==> src/logic/irab_defs.vh <==
/*
 Constants for the indirect register access bridge: register offsets,
 field positions, reset values and target codes.
 Assumes it is included by the bridge module only.
*/
// Overview of operation
// - The 3-bit analog target field routes accesses: 000 off, 001-011 channels 0-2, 100 shared, 101 link transmitter, 110 all three channels.
// - With analog autostep on, the analog offset steps by one after each completed indirect read or write.
// - With the read strobe enable set, writing the analog offset sends a read strobe to the selected analog block.
// - With read strobe enable and autostep both on, each host read of the analog value is followed by another read strobe that prefetches the next location.
// - The analog offset register holds the 8-bit offset within the chosen analog target.
// - A host write of the analog value writes that byte to the selected target at the current offset.
// - A host read of the analog value returns the selected target register at the current offset.
// - The 2-bit peripheral target field picks controller, identification memory, configuration data or die identifier; the last two are read-only.
// - With peripheral autostep on, the address steps by 4 for the controller and by 1 otherwise after each completed read or write.
// - Writing 1 to the peripheral read start launches a read, loads the result into the value bytes and clears the bit on completion.
// - The peripheral interface acts only while its enable bit is 1, on the target given by the target field.
// - The peripheral address is a low and a high byte register, readable, writable and cleared at reset.
// - Peripheral data is four byte registers forming a 32-bit word, byte 0 least significant.
`ifndef IRAB_DEFS_VH
`define IRAB_DEFS_VH
`define IRAB_ADDR_ANA_CTL 8'h40
`define IRAB_ADDR_ANA_OFS 8'h41
`define IRAB_ADDR_ANA_VAL 8'h42
`define IRAB_ADDR_PB_CTL 8'h48
`define IRAB_ADDR_PB_ADR0 8'h49
`define IRAB_ADDR_PB_ADR1 8'h4a
`define IRAB_ADDR_PB_DAT0 8'h4b
`define IRAB_ADDR_PB_DAT1 8'h4c
`define IRAB_ADDR_PB_DAT2 8'h4d
`define IRAB_ADDR_PB_DAT3 8'h4e
`define IRAB_RST_BYTE 8'h00
`define IRAB_ANA_SEL_MSB 4
`define IRAB_ANA_SEL_LSB 2
`define IRAB_ANA_STEP_BIT 1
`define IRAB_ANA_RDEN_BIT 0
`define IRAB_PB_SEL_MSB 4
`define IRAB_PB_SEL_LSB 3
`define IRAB_PB_STEP_BIT 2
`define IRAB_PB_READ_BIT 1
`define IRAB_PB_EN_BIT 0
`define IRAB_ANA_SEL_OFF 3'h0
`define IRAB_ANA_SEL_CH0 3'h1
`define IRAB_ANA_SEL_CH1 3'h2
`define IRAB_ANA_SEL_CH2 3'h3
`define IRAB_ANA_SEL_SHR 3'h4
`define IRAB_ANA_SEL_LTX 3'h5
`define IRAB_ANA_SEL_ALL 3'h6
`define IRAB_PB_SEL_CTRL 2'h0
`define IRAB_PB_SEL_IDMEM 2'h1
`define IRAB_PB_SEL_CFG 2'h2
`define IRAB_PB_SEL_DIE 2'h3
`define IRAB_PB_STEP_CTRL 16'h0004
`define IRAB_PB_STEP_OTHER 16'h0001
`endif

==> src/logic/irab_bridge.v <==
/*
 Indirect register access bridge: host byte registers reach five analog
 register blocks and a four-target APB space.
 Assumes host strobes are one cycle, never together, and APB slaves
 answer with pready; analog blocks return read data combinationally.
*/
`timescale 1ns/1ps
`include "irab_defs.vh"
module irab_bridge (
   input wire clk_sys_i,
   input wire rstn_i,
   input wire [7:0] reg_addr_i,
   input wire [7:0] reg_wdata_i,
   input wire reg_wr_i,
   input wire reg_rd_i,
   output reg [7:0] reg_rdata_o,
   output reg [5:0] ana_sel_o,
   output reg [7:0] ana_offset_o,
   output reg [7:0] ana_wdata_o,
   output reg ana_wr_o,
   output reg ana_rd_o,
   input wire [47:0] ana_rdata_i,
   output reg [1:0] apb_target_o,
   output reg [15:0] apb_paddr_o,
   output reg apb_psel_o,
   output reg apb_penable_o,
   output reg apb_pwrite_o,
   output reg [31:0] apb_pwdata_o,
   input wire [31:0] apb_prdata_i,
   input wire apb_pready_i
);
   localparam ST_IDLE = 2'h0;
   localparam ST_SETUP = 2'h1;
   localparam ST_ACCESS = 2'h2;
   reg [7:0] ana_ctl_q;
   reg [7:0] ana_ofs_q;
   reg [7:0] ana_val_q;
   reg [4:0] pb_ctl_q;
   reg [15:0] pb_adr_q;
   reg [31:0] pb_dat_q;
   reg [1:0] st_q;
   reg ana_rd_step_q;
   reg [5:0] sel_vec;
   reg [7:0] ana_rsel;
   reg [7:0] rd_mux;
   integer k;
   wire [2:0] ana_tgt = ana_ctl_q[`IRAB_ANA_SEL_MSB:`IRAB_ANA_SEL_LSB];
   wire ana_step = ana_ctl_q[`IRAB_ANA_STEP_BIT];
   wire ana_rden = ana_ctl_q[`IRAB_ANA_RDEN_BIT];
   wire [1:0] pb_tgt = pb_ctl_q[`IRAB_PB_SEL_MSB:`IRAB_PB_SEL_LSB];
   wire pb_en = pb_ctl_q[`IRAB_PB_EN_BIT];
   wire pb_ro = (pb_tgt == `IRAB_PB_SEL_CFG) || (pb_tgt == `IRAB_PB_SEL_DIE);
   wire wr_ana_ofs = reg_wr_i && (reg_addr_i == `IRAB_ADDR_ANA_OFS);
   wire wr_ana_val = reg_wr_i && (reg_addr_i == `IRAB_ADDR_ANA_VAL);
   wire rd_ana_val = reg_rd_i && (reg_addr_i == `IRAB_ADDR_ANA_VAL);
   wire wr_pb_ctl = reg_wr_i && (reg_addr_i == `IRAB_ADDR_PB_CTL);
   wire wr_pb_d3 = reg_wr_i && (reg_addr_i == `IRAB_ADDR_PB_DAT3);
   wire wr_ana_ctl = reg_wr_i && (reg_addr_i == `IRAB_ADDR_ANA_CTL);
   wire [2:0] ana_tgt_d = wr_ana_ctl ? reg_wdata_i[`IRAB_ANA_SEL_MSB:`IRAB_ANA_SEL_LSB] :
                          ana_tgt;
   wire ana_live = (ana_tgt != `IRAB_ANA_SEL_OFF) && (ana_tgt <= `IRAB_ANA_SEL_ALL);
   wire pb_done = (st_q == ST_ACCESS) && apb_pready_i;
   wire [15:0] pb_step = (pb_tgt == `IRAB_PB_SEL_CTRL) ? `IRAB_PB_STEP_CTRL :
                         `IRAB_PB_STEP_OTHER;

   // Enables, one-hot except broadcast (bits 0-2): channels 0-2, shared, link transmitter.
   // Decoded from the value the control register is about to take, so the enables
   // already show a new target when a read of the analog value follows at once.
   always @* begin
      sel_vec = 6'h00;
      case (ana_tgt_d)
         `IRAB_ANA_SEL_CH0: sel_vec = 6'h01;
         `IRAB_ANA_SEL_CH1: sel_vec = 6'h02;
         `IRAB_ANA_SEL_CH2: sel_vec = 6'h04;
         `IRAB_ANA_SEL_SHR: sel_vec = 6'h08;
         `IRAB_ANA_SEL_LTX: sel_vec = 6'h10;
         `IRAB_ANA_SEL_ALL: sel_vec = 6'h07;
         default: sel_vec = 6'h00;
      endcase
   end

   // In broadcast mode the reply of channel 0 is the one returned.
   always @* begin
      ana_rsel = 8'h00;
      for (k = 0; k < 6; k = k + 1) begin
         if (sel_vec[k] && (ana_rsel == 8'h00) && !(k > 0 && sel_vec[0])) begin
            ana_rsel = ana_rdata_i[k*8 +: 8];
         end
      end
   end

   always @* begin
      case (reg_addr_i)
         `IRAB_ADDR_ANA_CTL: rd_mux = ana_ctl_q;
         `IRAB_ADDR_ANA_OFS: rd_mux = ana_ofs_q;
         `IRAB_ADDR_ANA_VAL: rd_mux = ana_live ? ana_rsel : ana_val_q;
         `IRAB_ADDR_PB_CTL: rd_mux = {3'h0, pb_ctl_q};
         `IRAB_ADDR_PB_ADR0: rd_mux = pb_adr_q[7:0];
         `IRAB_ADDR_PB_ADR1: rd_mux = pb_adr_q[15:8];
         `IRAB_ADDR_PB_DAT0: rd_mux = pb_dat_q[7:0];
         `IRAB_ADDR_PB_DAT1: rd_mux = pb_dat_q[15:8];
         `IRAB_ADDR_PB_DAT2: rd_mux = pb_dat_q[23:16];
         `IRAB_ADDR_PB_DAT3: rd_mux = pb_dat_q[31:24];
         default: rd_mux = 8'h00;
      endcase
   end

   // Host-facing register file and analog strobes.
   always @(posedge clk_sys_i or negedge rstn_i) begin
      if (!rstn_i) begin
         ana_ctl_q <= `IRAB_RST_BYTE;
         ana_ofs_q <= `IRAB_RST_BYTE;
         ana_val_q <= `IRAB_RST_BYTE;
         reg_rdata_o <= 8'h00;
         ana_sel_o <= 6'h00;
         ana_offset_o <= 8'h00;
         ana_wdata_o <= 8'h00;
         ana_wr_o <= 1'b0;
         ana_rd_o <= 1'b0;
         ana_rd_step_q <= 1'b0;
      end else begin
         reg_rdata_o <= reg_rd_i ? rd_mux : 8'h00;
         ana_wr_o <= 1'b0;
         ana_rd_o <= 1'b0;
         ana_rd_step_q <= 1'b0;
         ana_sel_o <= sel_vec;
         ana_offset_o <= ana_ofs_q;
         if (reg_wr_i && reg_addr_i == `IRAB_ADDR_ANA_CTL) begin
            ana_ctl_q <= reg_wdata_i;
         end
         if (wr_ana_ofs) begin
            ana_ofs_q <= reg_wdata_i;
            ana_offset_o <= reg_wdata_i;
            ana_rd_o <= ana_rden && ana_live;
         end
         if (wr_ana_val) begin
            ana_val_q <= reg_wdata_i;
            ana_wdata_o <= reg_wdata_i;
            ana_wr_o <= ana_live;
            if (ana_step) begin
               ana_ofs_q <= ana_ofs_q + 8'h01;
            end
         end
         if (rd_ana_val && ana_step) begin
            ana_ofs_q <= ana_ofs_q + 8'h01;
            ana_rd_step_q <= ana_rden && ana_live;
         end
         // Prefetch strobe goes out once the stepped offset is on the port.
         if (ana_rd_step_q) begin
            ana_rd_o <= 1'b1;
         end
      end
   end

   // Peripheral bus side: control, address, data and the APB sequencer.
   always @(posedge clk_sys_i or negedge rstn_i) begin
      if (!rstn_i) begin
         pb_ctl_q <= 5'h00;
         pb_adr_q <= 16'h0000;
         pb_dat_q <= 32'h0000_0000;
         st_q <= ST_IDLE;
         apb_target_o <= 2'h0;
         apb_paddr_o <= 16'h0000;
         apb_psel_o <= 1'b0;
         apb_penable_o <= 1'b0;
         apb_pwrite_o <= 1'b0;
         apb_pwdata_o <= 32'h0000_0000;
      end else begin
         if (wr_pb_ctl) begin
            pb_ctl_q <= reg_wdata_i[4:0];
         end
         if (reg_wr_i && reg_addr_i == `IRAB_ADDR_PB_ADR0) begin
            pb_adr_q[7:0] <= reg_wdata_i;
         end
         if (reg_wr_i && reg_addr_i == `IRAB_ADDR_PB_ADR1) begin
            pb_adr_q[15:8] <= reg_wdata_i;
         end
         if (reg_wr_i && reg_addr_i == `IRAB_ADDR_PB_DAT0) begin
            pb_dat_q[7:0] <= reg_wdata_i;
         end
         if (reg_wr_i && reg_addr_i == `IRAB_ADDR_PB_DAT1) begin
            pb_dat_q[15:8] <= reg_wdata_i;
         end
         if (reg_wr_i && reg_addr_i == `IRAB_ADDR_PB_DAT2) begin
            pb_dat_q[23:16] <= reg_wdata_i;
         end
         if (wr_pb_d3) begin
            pb_dat_q[31:24] <= reg_wdata_i;
         end
         case (st_q)
            ST_IDLE: begin
               // Host writes to address/data land first, so a start
               // uses the freshly programmed values one cycle later.
               if (pb_en && pb_ctl_q[`IRAB_PB_READ_BIT] && !wr_pb_ctl) begin
                  st_q <= ST_SETUP;
                  apb_target_o <= pb_tgt;
                  apb_paddr_o <= pb_adr_q;
                  apb_psel_o <= 1'b1;
                  apb_pwrite_o <= 1'b0;
               end else if (pb_en && wr_pb_d3 && !pb_ro) begin
                  st_q <= ST_SETUP;
                  apb_target_o <= pb_tgt;
                  apb_paddr_o <= pb_adr_q;
                  apb_psel_o <= 1'b1;
                  apb_pwrite_o <= 1'b1;
                  apb_pwdata_o <= {reg_wdata_i, pb_dat_q[23:0]};
               end
            end
            ST_SETUP: begin
               st_q <= ST_ACCESS;
               apb_penable_o <= 1'b1;
            end
            ST_ACCESS: begin
               if (apb_pready_i) begin
                  st_q <= ST_IDLE;
                  apb_psel_o <= 1'b0;
                  apb_penable_o <= 1'b0;
                  apb_pwrite_o <= 1'b0;
               end
            end
            default: st_q <= ST_IDLE;
         endcase
         if (pb_done) begin
            if (!apb_pwrite_o) begin
               pb_dat_q <= apb_prdata_i;
               // Completion clears the start bit unless the host sets it again now.
               if (!wr_pb_ctl) begin
                  pb_ctl_q[`IRAB_PB_READ_BIT] <= 1'b0;
               end
            end
            if (pb_ctl_q[`IRAB_PB_STEP_BIT]) begin
               pb_adr_q <= pb_adr_q + pb_step;
            end
         end
         // Disabling the interface drops any pending read start.
         if (!pb_en && !wr_pb_ctl && st_q == ST_IDLE) begin
            pb_ctl_q[`IRAB_PB_READ_BIT] <= 1'b0;
         end
      end
   end
endmodule // irab_bridge

==> config.mk <==
export PLATFORM = sky130hd
export DESIGN_NAME = irab_bridge
export DESIGN_NICKNAME = d
export VERILOG_FILES = /design/src/logic/irab_bridge.v
export VERILOG_INCLUDE_DIRS = /design/src /design/src/logic
export SDC_FILE = /design/constraint.sdc
export NUM_CORES = 1
export LEC_CHECK = 0
export BUFFER_PORTS_ARGS = -buffer_cell sky130_fd_sc_hd__buf_2
export CORE_ASPECT_RATIO = 1.75
export CORE_MARGIN = 3
export CORE_UTILIZATION = 46
export CTS_CLUSTER_SIZE = 14
export DETAILED_ROUTE_END_ITERATION = 10
export PLACE_DENSITY = 0.67
export SYNTH_ARGS = -nofsm -noshare
export SYNTH_HDL_FRONTEND = slang
export SYNTH_SLANG_ARGS = --single-unit
==> constraint.sdc <==
create_clock -name clk_sys_i -period 3.2 [get_ports clk_sys_i]
set_input_delay 0.16 -clock clk_sys_i [delete_from_list [all_inputs] [get_ports clk_sys_i]]
set_output_delay 0.16 -clock clk_sys_i [all_outputs]
set_load 0.02 [all_outputs]
* Word level (Yosys, flattened, before mapping)
Index checks and enable logic that the tools add are counted.
Widths: inputs -> output; s select.
** Storage, ports and cells
- Memories :: 0
- ROM bits :: 0
- Latch bits :: 0
- Bits in registers :: 156
- Word-level logic and storage cells :: 148
- Input bits :: 101
- Memory bits (writable) :: 0
- Output and inout bits :: 85
** Operators by class
- Reduce and logical (&&, ||, !) cells :: 52
- Multiplexer cells :: 50
- Shift-type cells :: 0
- Add/sub/neg operators :: 2
- $mul :: 0
- Div/mod/pow operators :: 0
- Bitwise operators :: 1
- $lt $le $gt $ge :: 1
- Equality and inequality tests :: 22
** Operator list (count)
- $mux 8 :: 18
- $eq 8x7->1 const B :: 10
- $pmux 8 s10 :: 1
- $mux 16 :: 4
- $mux 32 :: 2
- $logic_not 8->1 :: 5
- $logic_and 1x1->1 :: 30
- $pmux 5 s6 :: 1
- $add 16x3->16 :: 1
- $mux 1 :: 12
- $mux 2 :: 6
- $eq 3x3->1 const B :: 3
- $add 8x1->8 const B :: 1
- $eq 2x2->1 const B :: 3
- $eq 3x2->1 const B :: 2
- $mux 3 :: 2
- $pmux 1 s2 :: 3
- $pmux 2 s3 :: 1
- $reduce_and 2->1 :: 3
- $reduce_and 3->1 :: 2
- $reduce_bool 2->1 :: 3
- $logic_not 1->1 :: 4
- $logic_not 2->1 :: 2
- $eq 3x1->1 const B :: 1
- 8 further kinds :: 8

* Depth between registers and ports, before layout
Gate-level depths: netlist of the first run.
- Depth after elaboration :: 29
- Gate-level depth with buffers :: 10
- Mapped depth without buffers :: 9

* Least setup slack after synthesis of the first run
No wires, ideal clock.
- Path type :: reg-to-reg
- From :: reg pb_ctl_q[4]
- To :: reg pb_adr_q[12]
- Cell stages (with the launch flop) :: 9
- Path slack :: 890 ps
- Required time :: 3077 ps
- Data arrival time :: 2187 ps
- Setup time :: 123 ps
- Buffers on the path :: 0
- Cell sequence :: dfrtp_1 > or2_2 > inv_1 > ha_1 > a21oi_1 > or4b_2 > nor2_1 > nand2_1 > o221a_2
** Between the ends
- Word-level cells in the longest chain between the ends :: 5
** Ends and longest elaborated chain
- start: declaration :: RTL line irab_bridge.v:38 : reg [4:0] pb_ctl_q;
- start signal: assignment :: RTL line irab_bridge.v:170 : pb_ctl_q <= reg_wdata_i[4:0];
- $logic_not 2->1 (no source line)
- $mux 3 (no source line)
- $add 16x3->16 :: RTL line irab_bridge.v:232 : pb_adr_q <= pb_adr_q + pb_step;
- $mux 16 :: RTL line irab_bridge.v:231 : if (pb_ctl_q[`IRAB_PB_STEP_BIT]) begin
- $mux 16 :: RTL line irab_bridge.v:223 : if (pb_done) begin
- end signal: assignment :: RTL line irab_bridge.v:176 : pb_adr_q[15:8] <= reg_wdata_i;
- end signal: assignment :: RTL line irab_bridge.v:232
- end: declaration :: RTL line irab_bridge.v:39 : reg [15:0] pb_adr_q;
Every way passes these cells.
A chain may end at the register's enable or synchronous reset.

* Worst setup path after layout of the first run
Ends and elaborated chain as after synthesis.

==> results of run 1 <==
==> placed cells by master (no fill, tap or decap), types with 4 or more instances in the layout <==
master,netlist,routed
xnor2_1,4,4
or2_2,6,6
clkinv_8,0,5
o221a_2,4,4
mux2_2,88,88
dfrtp_1,156,156
nor3_1,6,6
a31oi_1,6,6
inv_1,21,21
a21oi_1,23,23
a22o_1,7,7
mux2i_1,42,42
a22oi_1,10,10
clkbuf_16,0,17
a221oi_1,8,8
o21ai_0,71,70
a211oi_1,5,5
a221o_2,8,8
buf_2,6,175
dlygate4sd3_1,0,34
xor2_1,4,4
and2_1,4,4
o22ai_1,7,7
nor2_1,45,44
buf_4,1,18
ha_1,4,4
inv_8,0,4
a32oi_1,5,5
nand2b_1,7,7
nand3_1,17,17
and3_1,7,7
clkinv_4,0,4
nand2_1,74,74
==> layer usage <==
metal | share of wire, % | up-vias
li1 | - | 3114
met1 | 37 | 3288
met2 | 52 | 314
met3 | 6.5 | 72
met4 | 4.7 | 0
met5 | 0 | -
==> where the power goes <==
part,switching [mW],internal [mW]
Clock,0.950,1.05
Combinational,0.252,0.185
Sequential,0.0754,2.03
==> state kept, by name (all words and copies together) (netlist names), 2 cells and up <==
register and count:
apb_paddr_o 16, ana_sel_o 5, ana_ctl_q 8, reg_rdata_o 8
apb_target_o 2, pb_adr_q 16, st_q 2, pb_dat_q 32
ana_ofs_q 8, ana_offset_o 8, ana_val_q 8, apb_pwdata_o 32
pb_ctl_q 5
==> Yosys cell counts, drive strengths merged, types with 5 or more instances <==
cell and instances:
a211oi 5, a21oi 23, a221o 10, a221oi 8, a22o 7, a22oi 10
a31oi 6, a32oi 5, and2 5, and3 7, buf 13, clkbuf 33
dfrtp 156, inv 22, mux2 88, mux2i 42, nand2 74, nand2b 7
nand3 17, nor2 45, nor3 7, o21ai 71, o22ai 7, or2 6
==> per-stage QoR <==
step | cells | instance area (um^2) | power, mW | setup WS [ps] | util (%)
after global placement | 1119 | 9096 | 2.541 | 486.4 | 53.67
after CTS | 1185 | 10040 | 4.581 | 686.4 | 59.24
final | 1185 | 10040 | 4.547 | 676.7 | 59.24
after detailed placement | 1119 | 9096 | 2.549 | 408.6 | 53.67
after floorplan | 743 | 7958 | 2.329 | 890.0 | -
after global routing | 1185 | 10040 | 4.710 | 361.7 | 59.24
==> worst max path at each step <==
stage                             from                        to  slack [ps]  cells past startpoint
2_1_floorplan  pb_ctl_q[4]$_DFFE_PN0P_    pb_adr_q[12]$_DFF_PN0_         890                      8
3_3_place_gp             reg_addr_i[7]  reg_rdata_o[6]$_DFF_PN0_         490                      8
3_5_place_dp             reg_addr_i[7]  reg_rdata_o[1]$_DFF_PN0_         410                      8
4_1_cts        pb_ctl_q[4]$_DFFE_PN0P_    pb_adr_q[12]$_DFF_PN0_         690                      8
5_1_grt        pb_ctl_q[4]$_DFFE_PN0P_    pb_adr_q[13]$_DFF_PN0_         360                      9
6_report       pb_ctl_q[4]$_DFFE_PN0P_    pb_adr_q[12]$_DFF_PN0_         680                      8
==> area by class of cell <==
| cell class | count | share of cell area (%) |
|---|---|---|
| clock inverters | 15 | 1.770 |
| clock buffers | 17 | 4.237 |
| repair buffers | 229 | 13.77 |
| well taps | 227 | 2.829 |
| inverters | 22 | 0.8724 |
| multi-input cells | 519 | 37.64 |
| flip-flops and latches | 156 | 38.88 |
==> critical path, stage by stage (launching register included) <==
cell and delay, ps:
dfrtp_1 450, or2_2 330, inv_1 60, ha_1 160, a21oi_1 110, or4b_2 740
nor2_1 210, nand2_1 120, o221a_2 240
==> logic make-up after synthesis <==
logic type                 after synthesis  synth area share, %
adders and majority gates                4               0.6290
DFF                                    156                49.06
xor gates and xnor gates                 8               0.8804
buffers and inverters                   68                3.601
other                                    1              0.04712
and+or+nand+nor                        191                12.03
AOI/OAI and AO/OA                      184                15.74
muxes                                  131                18.02
==> timing repair <==
item | 4_1_cts | 5_1_grt
buffers inserted | 0 | 0
hold buffers | 34 | 0
endpoints found under the hold margin | 95 | 0
endpoints found under the setup margin | 0 | 0
==> results.sh, run 1 <==
export IMPL_grtUsageTotal_pct=26.07
export IMPL_cts_tree="built"
export IMPL_setup_viol=0
export IMPL_worst_r2r_cell_count=8
export IMPL_seq_area_frac_synth_pct=49.06
export IMPL_p_leak_nw=4.942
export IMPL_coreArea_um2=16950
export IMPL_cp_max_fo=5
export IMPL_chipWidth_um=105.4
export IMPL_cts_max_level=4
export IMPL_gr_usage_met2_pct=45.68
export IMPL_busiest_layer="met2"
export IMPL_multi_input_area_um2=3779
export IMPL_drt_initial_drc_count=556
export IMPL_cts_root_buf="clkbuf_16"
export IMPL_fin_hold_ws_ps=57.68
export IMPL_rsz0062_at_grt="no"
export IMPL_clk_latency_ps=440
export IMPL_tightest_slew_ps=880.6
export IMPL_num_rows=63
export IMPL_syn_area_per_cell_um2=10.71
export IMPL_whs_path_depth=3
export IMPL_antenna_cells=0
export IMPL_arrival_ps=2850
export IMPL_portBuffers=176
export IMPL_max_clock_freq_ghz=0.3963
export IMPL_start_util_pct=46.95
export IMPL_rr_startpoint="pb_ctl_q[4]$_DFFE_PN0P_"
export IMPL_synth_warnings=0
export IMPL_setup_tns_ps=0
export IMPL_cts_made_buffers=17
export IMPL_ant_nets=0
export IMPL_start_kind="flop"
export IMPL_cts_path_max_buffers=2
export IMPL_hold_path_class="input pin to flop"
export IMPL_grt_pass1_vias=6846
export IMPL_slew_viol_final=0
export IMPL_slew_headroom_pct=41.03
export IMPL_cp_end_kind="flop"
export IMPL_grt_max_degree=70
export IMPL_finClkSkew_ps=12.23
export IMPL_drive_above_1_share_pct=36.43
export IMPL_die_area_um2=18980
export IMPL_nets=1050
export IMPL_gp_congestion=0.9242
export IMPL_dp_hpwl_um=17290
export IMPL_use_met1_pct=29.32
export IMPL_grt_overflow_total=0
export IMPL_nFillCells=1498
export IMPL_syn_inst=743
export IMPL_area_delta_synth_final_pct=26.16
export IMPL_grt_pass1_wl_um=38120
export IMPL_r2r_end="pb_adr_q[12]$_DFF_PN0_"
export IMPL_synth_top_area_cell="dfrtp_1"
export IMPL_finalHoldViolCount=0
export IMPL_drc=0
export IMPL_wire_per_inst_um=20.61
export IMPL_cts_repair_resized=0
export IMPL_whs_endpoint="reg_rdata_o[0]$_DFF_PN0_"
export IMPL_cts_clk_slew_worst_paths_ps=70
export IMPL_vdd_drop_max_mv=0.3104
export IMPL_drt_pass1_iterations=5
export IMPL_synthDistinctLibCells=67
export IMPL_wirelength_um=24420
export IMPL_seqCellArea_um2=3904
export IMPL_status="complete, no violations"
export IMPL_clock_sinks=156
export IMPL_period_share_pct=78.85
export IMPL_vias_per_cell=5.728
export IMPL_timing_max_cap_violations=0
export IMPL_min_delay_start="ana_rdata_i[0]"
export IMPL_criticalPathCategory="flop to flop"
export IMPL_synth_area_leaders="dfrtp_1, mux2_2, mux2i_1"
export IMPL_antenna_found_initial=0
export IMPL_pin_count=186
export IMPL_yosys_most_used_dff="dfrtp_1"
export IMPL_die_y_um=180.0
export IMPL_pwr_density_cell_nw_per_um2=452.9
export IMPL_synth_top_area_share_pct=49.06
export IMPL_cp_data_required_time_ps=3520
export IMPL_synthArstFlopShare_pct=100.0
export IMPL_use_met3_pct=5.570
export IMPL_syn_area_um2=7958
export IMPL_synth_edf_count=0
export IMPL_period_minus_slack_ps=2523
export IMPL_ys_ff_latch=156
export IMPL_via_count=6788
export IMPL_r2r_setup_slack_ps=680
export IMPL_syn_nets=848
Power figures use the tool's default switching activity.
==> run 2, diff against run 1 <==
==> constraint.sdc (replaced) <==
create_clock -name clk_sys_i -period 2.6 [get_ports clk_sys_i]
set_input_delay 0.13 -clock clk_sys_i [delete_from_list [all_inputs] [get_ports clk_sys_i]]
set_output_delay 0.13 -clock clk_sys_i [all_outputs]
set_load 0.02 [all_outputs]
==> run 2 against run 1 <==
Compared with the run above: global-route usage rose by 0.11 points; die area did not move; worst setup slack got worse by 530 ps; via count rose by 1.5%; combinational power rose by 27%; register-to-register slack got worse by 530 ps; final area rose by 1.8%; count of clock-buffer cells in the layout did not move; sequential power rose by 23%; final cell count rose by 1.6%; highest routed layer unchanged.
==> results.sh, run 2 (synthesis results as in run 1) <==
export IMPL_rsz0062_at_grt="no"
export IMPL_cts_repair_resized=0
export IMPL_worst_slack_ps=142.6
export IMPL_vdd_drop_max_mv=0.4612
export IMPL_clk_latency_ps=440
export IMPL_finClkSkew_ps=13.26
export IMPL_max_stage_delay_ps=740
export IMPL_nets=1069
export IMPL_design_area_um2=10220
export IMPL_cts_path_max_buffers=2
export IMPL_cp_end_kind="flop"
export IMPL_critical_path_cell_chain="or2_2, inv_1, ha_1, a21oi_1, or4b_2, nor2_1, a21oi_1, o21bai_1, o221a_2"
export IMPL_grt_pass1_wl_um=38390
export IMPL_pin_count=186
export IMPL_setup_tns_ps=0
export IMPL_tightest_slew_ps=805.1
export IMPL_ant_nets=0
export IMPL_slew_headroom_pct=44.79
export IMPL_setup_viol=0
export IMPL_wire_per_inst_um=20.55
export IMPL_gp_congestion=0.9203
export IMPL_pwr_density_cell_nw_per_um2=568.6
export IMPL_drt_initial_drc_count=543
export IMPL_final_common_cell="buf_2"
export IMPL_cpMostUsedCell="a21oi_1"
export IMPL_place_inst=1138
export IMPL_antenna_cells=0
export IMPL_crit_path_top_delay_cell="or4b_2"
export IMPL_timing_max_cap_violations=0
export IMPL_largestRegisters="apb_pwdata_o x32, pb_dat_q x32"
export IMPL_grtUsageTotal_pct=26.19
export IMPL_dp_hpwl_um=17620
export IMPL_drc=0
export IMPL_cts_made_buffers=17
export IMPL_fin_cells=1204
export IMPL_slew_viol_final=0
export IMPL_area_delta_synth_final_pct=28.44
export IMPL_start_kind="flop"
export IMPL_pre_cts_ws_ps=126.3
export IMPL_die_area_um2=18980
export IMPL_criticalPathCategory="flop to flop"
export IMPL_cts_max_level=4
export IMPL_die_y_um=180.0
export IMPL_grt_overflow_total=0
export IMPL_period_share_pct=94.52
export IMPL_layout_common_cells="buf_2, dfrtp_1, mux2_2"
export IMPL_cts_tree="built"
export IMPL_antenna_found_initial=0
export IMPL_placed_area_um2=9251
export IMPL_cp_max_fo=4
export IMPL_drive_above_1_share_pct=37.67
export IMPL_period_minus_slack_ps=2457
export IMPL_hold_path_class="input pin to flop"
export IMPL_via_count=6893
export IMPL_vias_per_cell=5.725
export IMPL_status="complete, no violations"
export IMPL_cp_data_required_time_ps=2980
export IMPL_finalHoldViolCount=0
export IMPL_arrival_ps=2840
export IMPL_p_leak_nw=5.054
export IMPL_start_util_pct=46.95
export IMPL_num_rows=63
export IMPL_grt_max_degree=76
export IMPL_drt_pass1_iterations=5
export IMPL_max_clock_freq_ghz=0.4069
export IMPL_power_mw=5.812
export IMPL_coreArea_um2=16950
export IMPL_clock_sinks=156
export IMPL_portBuffers=176
export IMPL_cts_root_buf="clkbuf_16"
export IMPL_chipWidth_um=105.4
export IMPL_grt_pass1_vias=6921
export IMPL_wirelength_um=24740
export IMPL_cts_clk_slew_worst_paths_ps=70
run 2: final timing paths:
path                                    startpoint                    endpoint  slack [ps]  cells after the start
max in group asynchronous                   rstn_i  apb_paddr_o[3]$_DFFE_PN0P_        1600                      3
min in group asynchronous                   rstn_i   ana_offset_o[5]$_DFF_PN0_         280                      2
setup / recovery           pb_ctl_q[3]$_DFFE_PN0P_      pb_adr_q[12]$_DFF_PN0_         140                      9
hold / removal                      ana_rdata_i[0]    reg_rdata_o[0]$_DFF_PN0_          20                      3
hold reg to reg            ana_rd_step_q$_DFF_PN0_          ana_rd_o$_DFF_PN0_         440                      1
setup reg to reg           pb_ctl_q[3]$_DFFE_PN0P_      pb_adr_q[12]$_DFF_PN0_         140                      9
run 2: final cells by class:
cell class	instances	area, um^2
fillers	1427	6726
flip-flops and latches	156	3904
multi-input cells	519	3779
repair buffers	248	1538
clock buffers	17	425.4
well taps	227	284.0
clock inverters	15	203.9
inverters	22	87.58
run 2: through the flow:
step,utilization (%),hold WS [ps]
2_1_floorplan,-,-165.6
3_3_place_gp,54.59,207.9
3_5_place_dp,54.59,211.7
4_1_cts,60.31,13.76
5_1_grt,60.31,46.96
6_report,60.31,21.38
run 2: timing repair:
| item | 4_1_cts | 5_1_grt |
|---|---|---|
| buffers inserted | 0 | 0 |
| hold buffers | 34 | 0 |
| endpoints found under the hold margin | 103 | 0 |
run 2: report_power, final:
group	total [mW]	internal (mW)	switching, mW
registers	2.60	2.50	0.0927
clock network	2.66	1.55	1.11
logic	0.556	0.241	0.315
total	5.81	4.29	1.52
run 2: routing by layer:
metal	up-vias	part of all wire (%)	wire (um)	GRT usage, %
met2	302	52	12860	45.40
met4	0	4.7	1175	13.72
met1	3366	38	9325	30.49
li1	3153	-	-	-
met3	72	5.6	1386	4.707
met5	-	0	0	0
run 2: worst max-delay path, delay by kind of cell, from the launching register on:
family | cells | cell delay [ps]
AND/OR/NAND/NOR | 3 | 1250
AO/OA/AOI/OAI | 4 | 510
flip-flops | 1 | 410
adder cells (fa/ha/maj) | 1 | 170
buffers and inverters | 1 | 60
